## config.mk

```make
export PLATFORM = sky130hd
export DESIGN_NAME = fwg_flash_write_guard_bank_map
export DESIGN_NICKNAME = d
export VERILOG_FILES = /design/src/fwg_pkg.sv /design/src/fwg_flash_write_guard_bank_map.sv
export SDC_FILE = /design/constraint.sdc
export NUM_CORES = 1
export LEC_CHECK = 0
export ABC_AREA = 0
export ABC_CLOCK_PERIOD_IN_PS = 2300
export BUFFER_PORTS_ARGS = -buffer_cell sky130_fd_sc_hd__buf_2
export CAP_MARGIN = 20
export CORE_MARGIN = 3
export CORE_UTILIZATION = 41
export CTS_CLUSTER_SIZE = 40
export DETAILED_ROUTE_END_ITERATION = 10
export PLACE_DENSITY = 0.83
export SYNTH_ARGS = -nofsm -noshare
export SYNTH_HDL_FRONTEND = slang
export SYNTH_SLANG_ARGS = --single-unit
```

## constraint.sdc

```tcl
create_clock -name clk_sys -period 2.3 [get_ports clk_sys]
set_input_delay 0 -clock clk_sys [delete_from_list [all_inputs] [get_ports clk_sys]]
set_output_delay 0 -clock clk_sys [all_outputs]
set_load 0.05 [all_outputs]
```

## src/fwg_pkg.sv

```systemverilog
// Purpose: shared constants and carriers for the flash write guard and bank map
// Assumes: 16-bit cpu address space, byte-wide flash
// Notes: register reached over axi4-lite; flash_control offset is a word index
package fwg_pkg;
    // register map (printed offset is an index, byte address is four times it)
    localparam logic [11:0] FLASH_CONTROL_IDX = 12'hfff;
    localparam logic [13:0] FLASH_CONTROL_ADDR = {FLASH_CONTROL_IDX, 2'b00};
    localparam int AXI_AW = 14;
    // field layout of flash_control
    localparam int UNLOCK_MSB = 7;
    localparam int UNLOCK_LSB = 4;
    localparam int BANK_BIT = 3;
    localparam logic [3:0] UNLOCK_LOCKED = 4'hc;
    localparam logic [3:0] UNLOCK_OPEN = 4'h3;
    localparam logic UPPER_HALF_RST = 1'b1;
    // address map
    localparam logic [15:0] FLASH_LO = 16'h1000;
    localparam logic [15:0] FLASH_HI = 16'hffff;
    localparam logic [15:0] ROM_LO = 16'h7800;
    localparam logic [15:0] ROM_HI = 16'h7fff;
    localparam logic [15:0] UPPER_FLASH_HALF_LO = 16'h8000;
    localparam logic [15:0] LOWER_FLASH_HALF_LO = 16'h9000;
    localparam logic [15:0] LOWER_FLASH_HALF_OFFSET = 16'h8000;
    localparam int CMD_ADDR_BITS = 12;
    localparam logic [1:0] RESP_OKAY = 2'b00;
    localparam logic [1:0] RESP_SLVERR = 2'b10;

    typedef enum logic [1:0] {
        MODE_CPU,
        MODE_SERIAL_BOOT,
        MODE_PARALLEL
    } fwg_mode_e;

    // cpu memory request as seen by the map
    typedef struct packed {
        logic valid;
        logic write;
        logic [15:0] addr;
        logic [7:0] wdata;
    } fwg_cpu_req_s;

    // request presented to the flash array
    typedef struct packed {
        logic valid;
        logic write;
        logic [15:0] addr;
        logic [11:0] cmdAddr;
        logic [7:0] wdata;
    } fwg_flash_req_s;
endpackage

```

## src/fwg_flash_write_guard_bank_map.sv

```systemverilog
// Purpose: write-protect gate and boot-mode address map in front of the flash array
// Assumes: cpu memory request is a one-cycle strobe, mode pins static in operation
// Notes: undefined control bits 2..0 read as zero
//
// overview of the block
// - one control register holds the unlock field and the bank bit
// - the register sits behind a small axi4-lite slave
// - a cpu strobe is mapped and gated in one registered stage
// - the flash request, rom select and blocked pulse follow one cycle later
//
// unlock field
// - reset leaves the field locked, so a stray write after reset is dropped
// - only the open code lets a cpu write reach the array
// - reserved codes are stored as written and behave like locked
// - storing them keeps readback honest for software that wrote them
// - the cost is that a bad code silently locks, it raises no error
//
// bank bit
// - reset selects the upper half
// - the bit matters only while the boot mode pins are set
// - in cpu mode it is stored and read back but steers nothing
//
// address map in boot mode
// - the rom window is checked first; it lies below both flash halves, so it shadows no flash
// - upper half: the cpu address is the flash address
// - lower half: the flash address is the cpu address less the offset
// - addresses below the selected half, other than the rom window, reach nothing at all
//
// command path
// - the low address bits go to the array for command matching
// - the upper bits stay in the full address for area selection
// - every write that maps to flash is treated as a command cycle and gated by the lock
// - reads pass whatever the lock says, so data polling keeps working
//
// parallel mode
// - the external writer drives the array and the guard is bypassed
// - the register stays reachable but has no effect in this mode
//
// limitations
// - mode pins are expected to stay put while the cpu is running
// - a mode change mid-access may give one mapped cycle under the old mode
// - the unused mode code decodes as cpu mode rather than as an error
`timescale 1ns/1ps
module fwg_flash_write_guard_bank_map (
    // clock and reset
    input wire logic clk_sys,
    input wire logic rst,
    // operating mode
    input wire fwg_pkg::fwg_mode_e mode,
    // axi4-lite write address and data
    input wire logic [fwg_pkg::AXI_AW-1:0] s_axi_awaddr,
    input wire logic s_axi_awvalid,
    output logic s_axi_awready,
    input wire logic [31:0] s_axi_wdata,
    input wire logic [3:0] s_axi_wstrb,
    input wire logic s_axi_wvalid,
    output logic s_axi_wready,
    // axi4-lite write response
    output logic [1:0] s_axi_bresp,
    output logic s_axi_bvalid,
    input wire logic s_axi_bready,
    // axi4-lite read
    input wire logic [fwg_pkg::AXI_AW-1:0] s_axi_araddr,
    input wire logic s_axi_arvalid,
    output logic s_axi_arready,
    output logic [31:0] s_axi_rdata,
    output logic [1:0] s_axi_rresp,
    output logic s_axi_rvalid,
    input wire logic s_axi_rready,
    // cpu side memory request
    input wire fwg_pkg::fwg_cpu_req_s cpuReq,
    // parallel programmer request
    input wire fwg_pkg::fwg_flash_req_s writerReq,
    // flash and boot rom side
    output fwg_pkg::fwg_flash_req_s flashReq,
    output logic romSel,
    output logic [10:0] romAddr,
    output logic cmdBlocked,
    output logic commandUnlocked,
    output logic upperFlashHalf
);
    import fwg_pkg::*;

    // register and bus state
    logic [3:0] unlock_q, unlock_d;
    logic bank_q, bank_d;
    logic awHeld_q, awHeld_d;
    logic wHeld_q, wHeld_d;
    logic [AXI_AW-1:0] awAddr_q, awAddr_d;
    logic [31:0] wData_q, wData_d;
    logic [3:0] wStrb_q, wStrb_d;
    logic bValid_q, bValid_d;
    logic [1:0] bResp_q, bResp_d;
    logic rValid_q, rValid_d;
    logic [1:0] rResp_q, rResp_d;
    logic [31:0] rData_q, rData_d;
    // write channel holders let address and data arrive in either order
    // the response is raised only once both have been taken
    // a second write cannot start before the response is accepted

    // map state
    fwg_flash_req_s flash_q, flash_d;
    logic romSel_q, romSel_d;
    logic [10:0] romAddr_q, romAddr_d;
    logic blocked_q, blocked_d;

    // handshake outputs, combinational from holding flags
    // readies drop while a channel is held, so no beat is ever lost
    // the read channel accepts again once its data has been taken
    assign s_axi_awready = !awHeld_q && !bValid_q;
    assign s_axi_wready = !wHeld_q && !bValid_q;
    assign s_axi_arready = !rValid_q;
    assign s_axi_bvalid = bValid_q;
    assign s_axi_bresp = bResp_q;
    assign s_axi_rvalid = rValid_q;
    assign s_axi_rresp = rResp_q;
    assign s_axi_rdata = rData_q;
    assign commandUnlocked = (unlock_q == UNLOCK_OPEN);
    assign upperFlashHalf = bank_q;
    assign flashReq = flash_q;
    assign romSel = romSel_q;
    assign romAddr = romAddr_q;
    assign cmdBlocked = blocked_q;

    // bus slave: address and data in either order, response after both
    // the register changes at the edge that raises the response
    // a write to any other address answers an error and changes nothing
    // a write without the low byte lane answers okay and changes nothing
    always_comb begin
        awHeld_d = awHeld_q;
        wHeld_d = wHeld_q;
        awAddr_d = awAddr_q;
        wData_d = wData_q;
        wStrb_d = wStrb_q;
        bValid_d = bValid_q;
        bResp_d = bResp_q;
        unlock_d = unlock_q;
        bank_d = bank_q;
        if (s_axi_awvalid && s_axi_awready) begin
            awHeld_d = 1'b1;
            awAddr_d = s_axi_awaddr;
        end
        if (s_axi_wvalid && s_axi_wready) begin
            wHeld_d = 1'b1;
            wData_d = s_axi_wdata;
            wStrb_d = s_axi_wstrb;
        end
        if (awHeld_q && wHeld_q) begin
            awHeld_d = 1'b0;
            wHeld_d = 1'b0;
            bValid_d = 1'b1;
            bResp_d = RESP_SLVERR;
            if (awAddr_q[AXI_AW-1:2] == FLASH_CONTROL_ADDR[AXI_AW-1:2]) begin
                bResp_d = RESP_OKAY;
                // only the low byte carries the register; other codes are kept as written
                if (wStrb_q[0]) begin
                    unlock_d = wData_q[UNLOCK_MSB:UNLOCK_LSB];
                    bank_d = wData_q[BANK_BIT];
                end
            end
        end
        if (bValid_q && s_axi_bready) begin
            bValid_d = 1'b0;
        end
    end

    // read channel: one word per request, unmapped answers slverr
    // read data is captured when the address is taken
    // later register writes do not disturb a read already answered
    // the upper bytes always read as zero
    always_comb begin
        rValid_d = rValid_q;
        rResp_d = rResp_q;
        rData_d = rData_q;
        if (s_axi_arvalid && s_axi_arready) begin
            rValid_d = 1'b1;
            rData_d = '0;
            rResp_d = RESP_SLVERR;
            if (s_axi_araddr[AXI_AW-1:2] == FLASH_CONTROL_ADDR[AXI_AW-1:2]) begin
                rResp_d = RESP_OKAY;
                rData_d[UNLOCK_MSB:UNLOCK_LSB] = unlock_q;
                rData_d[BANK_BIT] = bank_q;
                // low bits left zero, software must not rely on them
                rData_d[2:0] = 3'h0;
            end
        end else if (rValid_q && s_axi_rready) begin
            rValid_d = 1'b0;
        end
    end

    // address map and write-protect gate, one registered stage
    // the register value before the strobe edge decides the map
    // so a register write and a cpu access in one cycle use the old value
    // outputs are cleared by default, a miss simply produces nothing
    // a blocked write pulses the blocked flag for exactly one cycle
    always_comb begin
        flash_d = '0;
        romSel_d = 1'b0;
        romAddr_d = '0;
        blocked_d = 1'b0;
        unique case (mode)
            MODE_PARALLEL: begin
                // external writer drives the array directly
                flash_d = writerReq;
            end
            MODE_SERIAL_BOOT: begin
                if (cpuReq.valid && cpuReq.addr >= ROM_LO && cpuReq.addr <= ROM_HI) begin
                    romSel_d = 1'b1;
                    romAddr_d = cpuReq.addr[10:0];
                end else if (cpuReq.valid && bank_q && cpuReq.addr >= UPPER_FLASH_HALF_LO) begin
                    flash_d.valid = 1'b1;
                    flash_d.addr = cpuReq.addr;
                end else if (cpuReq.valid && !bank_q && cpuReq.addr >= LOWER_FLASH_HALF_LO) begin
                    flash_d.valid = 1'b1;
                    flash_d.addr = cpuReq.addr - LOWER_FLASH_HALF_OFFSET;
                end
            end
            default: begin
                // cpu mode ignores the bank bit entirely
                if (cpuReq.valid && cpuReq.addr >= FLASH_LO && cpuReq.addr <= FLASH_HI) begin
                    flash_d.valid = 1'b1;
                    flash_d.addr = cpuReq.addr;
                end
            end
        endcase
        if (mode != MODE_PARALLEL && flash_d.valid) begin
            flash_d.cmdAddr = cpuReq.addr[CMD_ADDR_BITS-1:0];
            flash_d.wdata = cpuReq.wdata;
            // writes are command cycles; drop them while locked
            if (cpuReq.write && unlock_q != UNLOCK_OPEN) begin
                flash_d.valid = 1'b0;
                blocked_d = 1'b1;
            end else begin
                flash_d.write = cpuReq.write;
            end
        end
    end

    // register stage, synchronous reset
    // every state bit lands here, the combinational blocks only compute
    // reset clears all valids so nothing reaches the array during reset
    always_ff @(posedge clk_sys) begin
        if (rst) begin
            unlock_q <= UNLOCK_LOCKED;
            bank_q <= UPPER_HALF_RST;
            awHeld_q <= 1'b0;
            wHeld_q <= 1'b0;
            awAddr_q <= '0;
            wData_q <= '0;
            wStrb_q <= '0;
            bValid_q <= 1'b0;
            bResp_q <= RESP_OKAY;
            rValid_q <= 1'b0;
            rResp_q <= RESP_OKAY;
            rData_q <= '0;
            flash_q <= '0;
            romSel_q <= 1'b0;
            romAddr_q <= '0;
            blocked_q <= 1'b0;
        end else begin
            unlock_q <= unlock_d;
            bank_q <= bank_d;
            awHeld_q <= awHeld_d;
            wHeld_q <= wHeld_d;
            awAddr_q <= awAddr_d;
            wData_q <= wData_d;
            wStrb_q <= wStrb_d;
            bValid_q <= bValid_d;
            bResp_q <= bResp_d;
            rValid_q <= rValid_d;
            rResp_q <= rResp_d;
            rData_q <= rData_d;
            flash_q <= flash_d;
            romSel_q <= romSel_d;
            romAddr_q <= romAddr_d;
            blocked_q <= blocked_d;
        end
    end
endmodule // fwg_flash_write_guard_bank_map

```

==> results of run 1 <==
where the power goes:
part | internal [uW] | switching (uW)
clock network | 495 | 508
logic | 273 | 470
registers | 1540 | 32.1
cells by family after synthesis:
family                     share of synthesized area (%)
and+or+nand+nor                                    17.40
muxes                                              7.207
AOI/OAI and AO/OA                                  13.56
other                                             0.1119
buffers and inverters                              10.19
adders and majority gates                         0.7467
DFF                                                50.78
cell type report:
type	instances	area, um2
clock inverters	4	50.05
fillers	600	2734
multi-input cells	210	1424
repair buffers	251	1654
flip-flops and latches	85	1702
well taps	102	127.6
clock buffers	11	131.4
diodes	1	2.502
inverters	6	22.52
registers in the layout (all words and copies together) (netlist names):
register	flops
cmdBlocked	1
upperFlashHalf	1
wHeld_q	1
romSel	1
awAddr_q	12
s_axi_rvalid	1
romAddr	11
flashReq	38
s_axi_rdata	5
s_axi_bvalid	1
s_axi_rresp	1
wData_q	5
s_axi_bresp	1
awHeld_q	1
wStrb_q	1
unlock_q	4
critical path, stage by stage:
cell and delay (ps):
dlygate4sd3_1 550, buf_2 150, or4_1 530, a32o_1 280, buf_4 240, a32o_1 310
stage by stage:
step           cell area, um2  power (uW)  hold WS [ps]  utilization (%)
3_5_place_dp             4179        2232         220.5            53.25
6_report                 5114        3316         49.15            65.16
3_3_place_gp             4179        2219         208.9            53.25
4_1_cts                  5111        3326         27.42            65.13
5_1_grt                  5114        3465         51.06            65.16
2_1_floorplan            3462        2086         108.6                -
layer usage:
layer	part of all wire (%)	GRT usage (%)	vias to the layer above
met2	53	43.53	181
met1	35	22.76	1592
met4	2.7	10.98	2
met3	9.1	8.443	27
li1	-	-	1567
met5	0.063	0	-
path summary, 6_finish.rpt:
path / to / startpoint / slack, ps
max: flashReq[28] / cpuReq[21] / 460
min: flashReq[32] / cpuReq[20] / 50
max reg2reg: flashReq[28] / upperFlashHalf / 470
min reg2reg: s_axi_rdata[5] / s_axi_rdata[5] / 460
synthesized netlist by cell type (3+ instances only):
master / n / area, um2
dfxtp_1: 85 / 1702
nor2_1: 31 / 116.4
buf_4: 29 / 217.7
mux2i_1: 23 / 230.2
nor3b_1: 22 / 165.2
a22o_1: 20 / 175.2
a32o_1: 15 / 150.1
clkbuf_1: 15 / 56.30
nand2_1: 12 / 45.04
and2_1: 11 / 68.82
inv_1: 6 / 22.52
nand4_1: 6 / 37.54
a21oi_1: 5 / 25.02
o2bb2ai_1: 5 / 43.79
buf_2: 3 / 15.01
nand2b_1: 3 / 18.77
nor2b_1: 3 / 18.77
or4_1: 3 / 22.52
what timing repair did:
item | in CTS | in global routing
hold buffers | 75 | 0
buffers inserted | 0 | 0
endpoints found under the hold margin | 70 | 0
==> metrics.txt, run 1 <==
run status finished clean; Initial DRC Count 87; Synth Area per Inst approximately 10 um2; post_cts resized 0; Routed Antenna Nets 0; FP Rows 32; vias in the first global route between 3000 and 4000; Critical Path RT 2540 ps; Total Nets Final 702; worst path arrival time ~2100 ps; Max VDD drop 425.7 uV; CP Class in -> reg; GRT Overall Usage a little under a quarter; Via Count 3369; PortBufs 167; Initial Utilization 42.70%; most frequent cells in the layout buf_2 (167), dfxtp_1 (85), dlygate4sd3_1 (75); Slew Limit Fails 0; worst reg2reg path depth 4; Clock Latency Late Sink 350 ps; Vias/cell 5.028; EDFF count, synth 0; Primary FF master, synth dfxtp_1; CTS tree done; drt drc 0; Placed Cells about 580; Hold WC Path Type in -> reg; # IOs 231; die width 96.40 um; Die H 96.40 um; core area 7848 um2; post-layout min period between 1500 and 2000 ps; total grt overflow 0; RSZ-0062 raised after global routing no; clock root buffer clkbuf_8; area grow syn2layout 52.61%; worst-margin pin slew 857.3 ps; skew final 12.59 ps; normalized max-slew margin 42.78%; CP endpoint kind flip-flop; CTS sink cnt 85; DRT Pass-1 Iters 4; commonest non-fill, non-tap cell in the layout buf_2; first-pass GRT wire length about 16 mm; Setup WS post-layout 460.5 ps; YS warnings 0; largest net degree at the start of global routing 38; Tcrit/Tclk final 79.98%; worst hold stages 3; worst slack, placed approximately 480 ps; Max-Cap Viols 0; Fmax achieved 543.6 MHz; Clock transition at path regs 90 ps; final setup violating endpoints 0; CTS HTree Levels 3; PwrDens around 650 nW/um2; Final Hold Viols 0; critical path peak fanout 34; Netlist cell types 39; Sum Neg Setup Slack 0 ps; startpoint types primary input; Synth Cell Area 3351 um2; Layout Cells excl Fill 670; half-perimeter wire length after placement 6.880 mm; sequential element share of the synthesized area 50.78%; total wire length 11.13 mm; leakage power ~0.0024 uW; initial antenna violation count 2; layout cells sized above 1 34.22%; Seq cells post-synth 85; Cells after Synth 324; Num CTS Buffers 9; Post-synth ARST share 0%; CTS Buffer Depth 2; GP Congestion 0.6955; WL per Instance between 15 and 20 um; die area ~9300 um2
No activity file was read; power rests on OpenSTA's default activity.
==> run 2, diff against run 1 <==
--- a/config.mk
+++ b/config.mk
@@ -5,15 +5,15 @@
 export SDC_FILE = /design/constraint.sdc
 export NUM_CORES = 1
 export LEC_CHECK = 0
-export ABC_AREA = 0
-export ABC_CLOCK_PERIOD_IN_PS = 2300
+export ABC_AREA = 1
+export ABC_CLOCK_PERIOD_IN_PS = 1640
 export BUFFER_PORTS_ARGS = -buffer_cell sky130_fd_sc_hd__buf_2
 export CAP_MARGIN = 20
 export CORE_MARGIN = 3
-export CORE_UTILIZATION = 41
+export CORE_UTILIZATION = 38
 export CTS_CLUSTER_SIZE = 40
 export DETAILED_ROUTE_END_ITERATION = 10
-export PLACE_DENSITY = 0.83
+export PLACE_DENSITY = 0.79
 export SYNTH_ARGS = -nofsm -noshare
 export SYNTH_HDL_FRONTEND = slang
 export SYNTH_SLANG_ARGS = --single-unit
==> constraint.sdc (replaced) <==
create_clock -name clk_sys -period 1.64 [get_ports clk_sys]
set_input_delay 0 -clock clk_sys [delete_from_list [all_inputs] [get_ports clk_sys]]
set_output_delay 0 -clock clk_sys [all_outputs]
set_load 0.05 [all_outputs]
==> run 2 against run 1 <==
First-iteration DRC count increased to 2.8 times the previous value. Setup slack got worse by 300 ps. Sequential share of layout area decreased by 2.2 points. Clock skew increased by 2.5 ps. Hold slack got worse by 42 ps. Largest power group unchanged.
==> metrics.txt, run 2 <==
Primary FF master, synth dfxtp_1 (unchanged); CP Class in -> reg (unchanged); GRT Overall Usage 22.45% (was 23.37%); min-delay src writerReq[28] (was cpuReq[20]); Synth Cell Area 3633 um2 (was 3351 um2); critical path peak fanout 11 (was 34); vias in the first global route 3954 (was 3420); Via Count 4070 (was 3369); Slew Limit Fails 0 (unchanged); Final Hold Viols 0 (unchanged); Seq cells post-synth 85 (unchanged); Clock Latency Late Sink 340 ps (was 350 ps); Setup WS post-layout 160.5 ps (was 460.5 ps); run status finished clean (unchanged); sequential element share of the synthesized area 46.83% (was 50.78%); half-perimeter wire length after placement 7.796 mm (was 6.880 mm); cell taking the most area after synthesis dfxtp_1 (unchanged); fillers 776 (was 600); Post-synth ARST share 0% (unchanged); skew final 15.05 ps (was 12.59 ps); total grt overflow 0 (unchanged); post-layout min period 1479 ps; ANT cells 0 (was 1); register area 1703 um2 (was 1702 um2); Max-Cap Viols 0 (unchanged); YS warnings 0 (unchanged); layout cells sized above 1 31.94% (was 34.22%); WL per Instance 14.74 um (was 16.61 um); first-pass GRT wire length 19.66 mm (was 16.42 mm); final setup violating endpoints 0 (unchanged); Synth Area per Inst 7.666 um2 (was 10.34 um2); top cell type's share of synthesized area 46.83% (was 50.78%); worst slack, placed 139.1 ps (was 482.3 ps); FP Rows 35 (was 32); Sum Neg Setup Slack 0 ps (unchanged); max FFs per register 38 (unchanged); Fmax achieved 675.9 MHz; Tcrit/Tclk final 90.21%; Die H 103.8 um (was 96.40 um); Vias/cell 4.811 (was 5.028); die area 10770 um2 (was 9293 um2); Initial Utilization 39.14% (was 42.70%); most instantiated cells after synthesis nand2_1 (109), dfxtp_1 (85), nor2_1 (62) (was dfxtp_1 (85), nor2_1 (31), buf_4 (29)); Hold WC Path Type in -> reg (unchanged); leakage power 0.002678 uW (was 0.002418 uW); CTS HTree Levels 3 (unchanged); Critical Path RT 1850 ps (was 2540 ps); total wire length 12.47 mm (was 11.13 mm); Total Nets Final 851 (was 702); Netlist cell types 26 (was 39); Routed Antenna Nets 0 (unchanged); footprint of the multi-input gates 1623 um2 (was 1424 um2); GP Congestion 0.8234 (was 0.6955); CTS tree done (unchanged); Crit. Startpoint cpuReq[20] (was cpuReq[21]); largest net degree at the start of global routing 31 (was 38); most frequent cells in the layout buf_2 (167), nand2_1 (109), dfxtp_1 (84) (was buf_2 (167), dfxtp_1 (85), dlygate4sd3_1 (75)); drt drc 0 (unchanged); Clock transition at path regs 100 ps (was 90 ps); Initial DRC Count 242 (was 87); Tot Pwr 5029 uW (was 3316 uW); PwrDens 917.3 nW/um2 (was 648.4 nW/um2); top-count cell post-synth nand2_1 (was dfxtp_1); RSZ-0062 raised after global routing no (unchanged); worst path arrival time 1690 ps (was 2080 ps); DRT Pass-1 Iters 5 (was 4); CTS sink cnt 85 (unchanged); clock root buffer clkbuf_8 (unchanged); startpoint types primary input (unchanged); normalized max-slew margin 62.63% (was 42.78%); # IOs 231 (unchanged); die width 103.8 um (was 96.40 um); reg-to-reg startpoint upperFlashHalf (unchanged); area grow syn2layout 50.90% (was 52.61%); CTS Buffer Depth 2 (unchanged); PortBufs 167 (unchanged); Num CTS Buffers 9 (unchanged); core area 9284 um2 (was 7848 um2); CP endpoint kind flip-flop (unchanged); Max VDD drop 577.7 uV (was 425.7 uV); worst-margin pin slew 558.9 ps (was 857.3 ps); commonest non-fill, non-tap cell in the layout buf_2 (unchanged); initial antenna violation count 2 (unchanged); hold_ws 6.683 ps (was 49.15 ps); top post-synthesis cells by area dfxtp_1 (47%), nand2_1 (11%), nor2_1 (6.4%) (was dfxtp_1 (51%), mux2i_1 (6.9%), buf_4 (6.5%)); Cells after Synth 474 (was 324); EDFF count, synth 0 (unchanged)
-- run 2: cell types whose count changed in the layout (fill, tap and decap cells not counted), sizes merged, moves of 22 or more --
cell / change
mux2i: -23
nor2: +32
nor3b: -22
inv: +26
o21ai: +33
a21oi: +43
nand2: +98
-- run 2: final timing paths --
path | to | slack, ps | depth (start not counted)
worst max-delay path | flashReq[16] | 160 | 10
worst min-delay path | flashReq[28] | 7 | 5
worst max register to register | flashReq[5] | 210 | 7
worst min register to register | s_axi_rdata[6] | 470 | 2
-- run 2: kinds of logic after synthesis --
family                     count (synthesis)  share of synthesized area (%)
other                                      1                         0.1032
DFF                                       85                          46.83
AOI/OAI and AO/OA                         85                          14.02
buffers and inverters                     83                          12.36
and+or+nand+nor                          218                          26.00
adders and majority gates                  2                         0.6886
-- run 2: stage by stage --
step,util [%],area (um2),instances
global placement,48.88,4538,758
detailed placement,48.88,4538,758
finish,59.06,5483,846
CTS,58.76,5455,844
floorplan,-,3759,502
global route,59.06,5483,846
-- run 2: report_power, final --
part	internal, uW	switching, uW	leakage (uW)
Sequential	2180	56.1	0.000696
Combinational	389	822	0.00187
Clock	805	779	0.000111
-- run 2: timing repair --
action                                  4_1_cts  5_1_grt
buffers inserted                              0        1
gates resized for setup                       0        2
endpoints found under the setup margin        0        3
hold buffers                                 70        0
endpoints found under the hold margin        69        0
-- run 2: layout make-up --
| class | instances | share of cell area, % |
|---|---|---|
| clock buffer | 11 | 2.761 |
| timing repair buffer | 250 | 30.26 |
| inverter | 31 | 2.191 |
| sequential | 85 | 31.06 |
| multi-input combinational | 335 | 29.60 |
| tap | 129 | 2.944 |
| clock inverter | 5 | 1.187 |
-- run 2: worst max-delay path, stage by stage --
cell and delay (ps):
dlygate4sd3_1 530, buf_2 150, nor2_1 100, nand2_1 70, nand2_1 60, nand2_1 110
nand2_4 170, nand3_2 260, nand4_1 170, a21oi_1 70
-- run 2: per-layer routing --
layer	part of all wire, %	track usage, %
met5	0.22	0
met4	3.7	9.972
met3	8.3	6.854
met2	51	40.28
met1	37	24.29
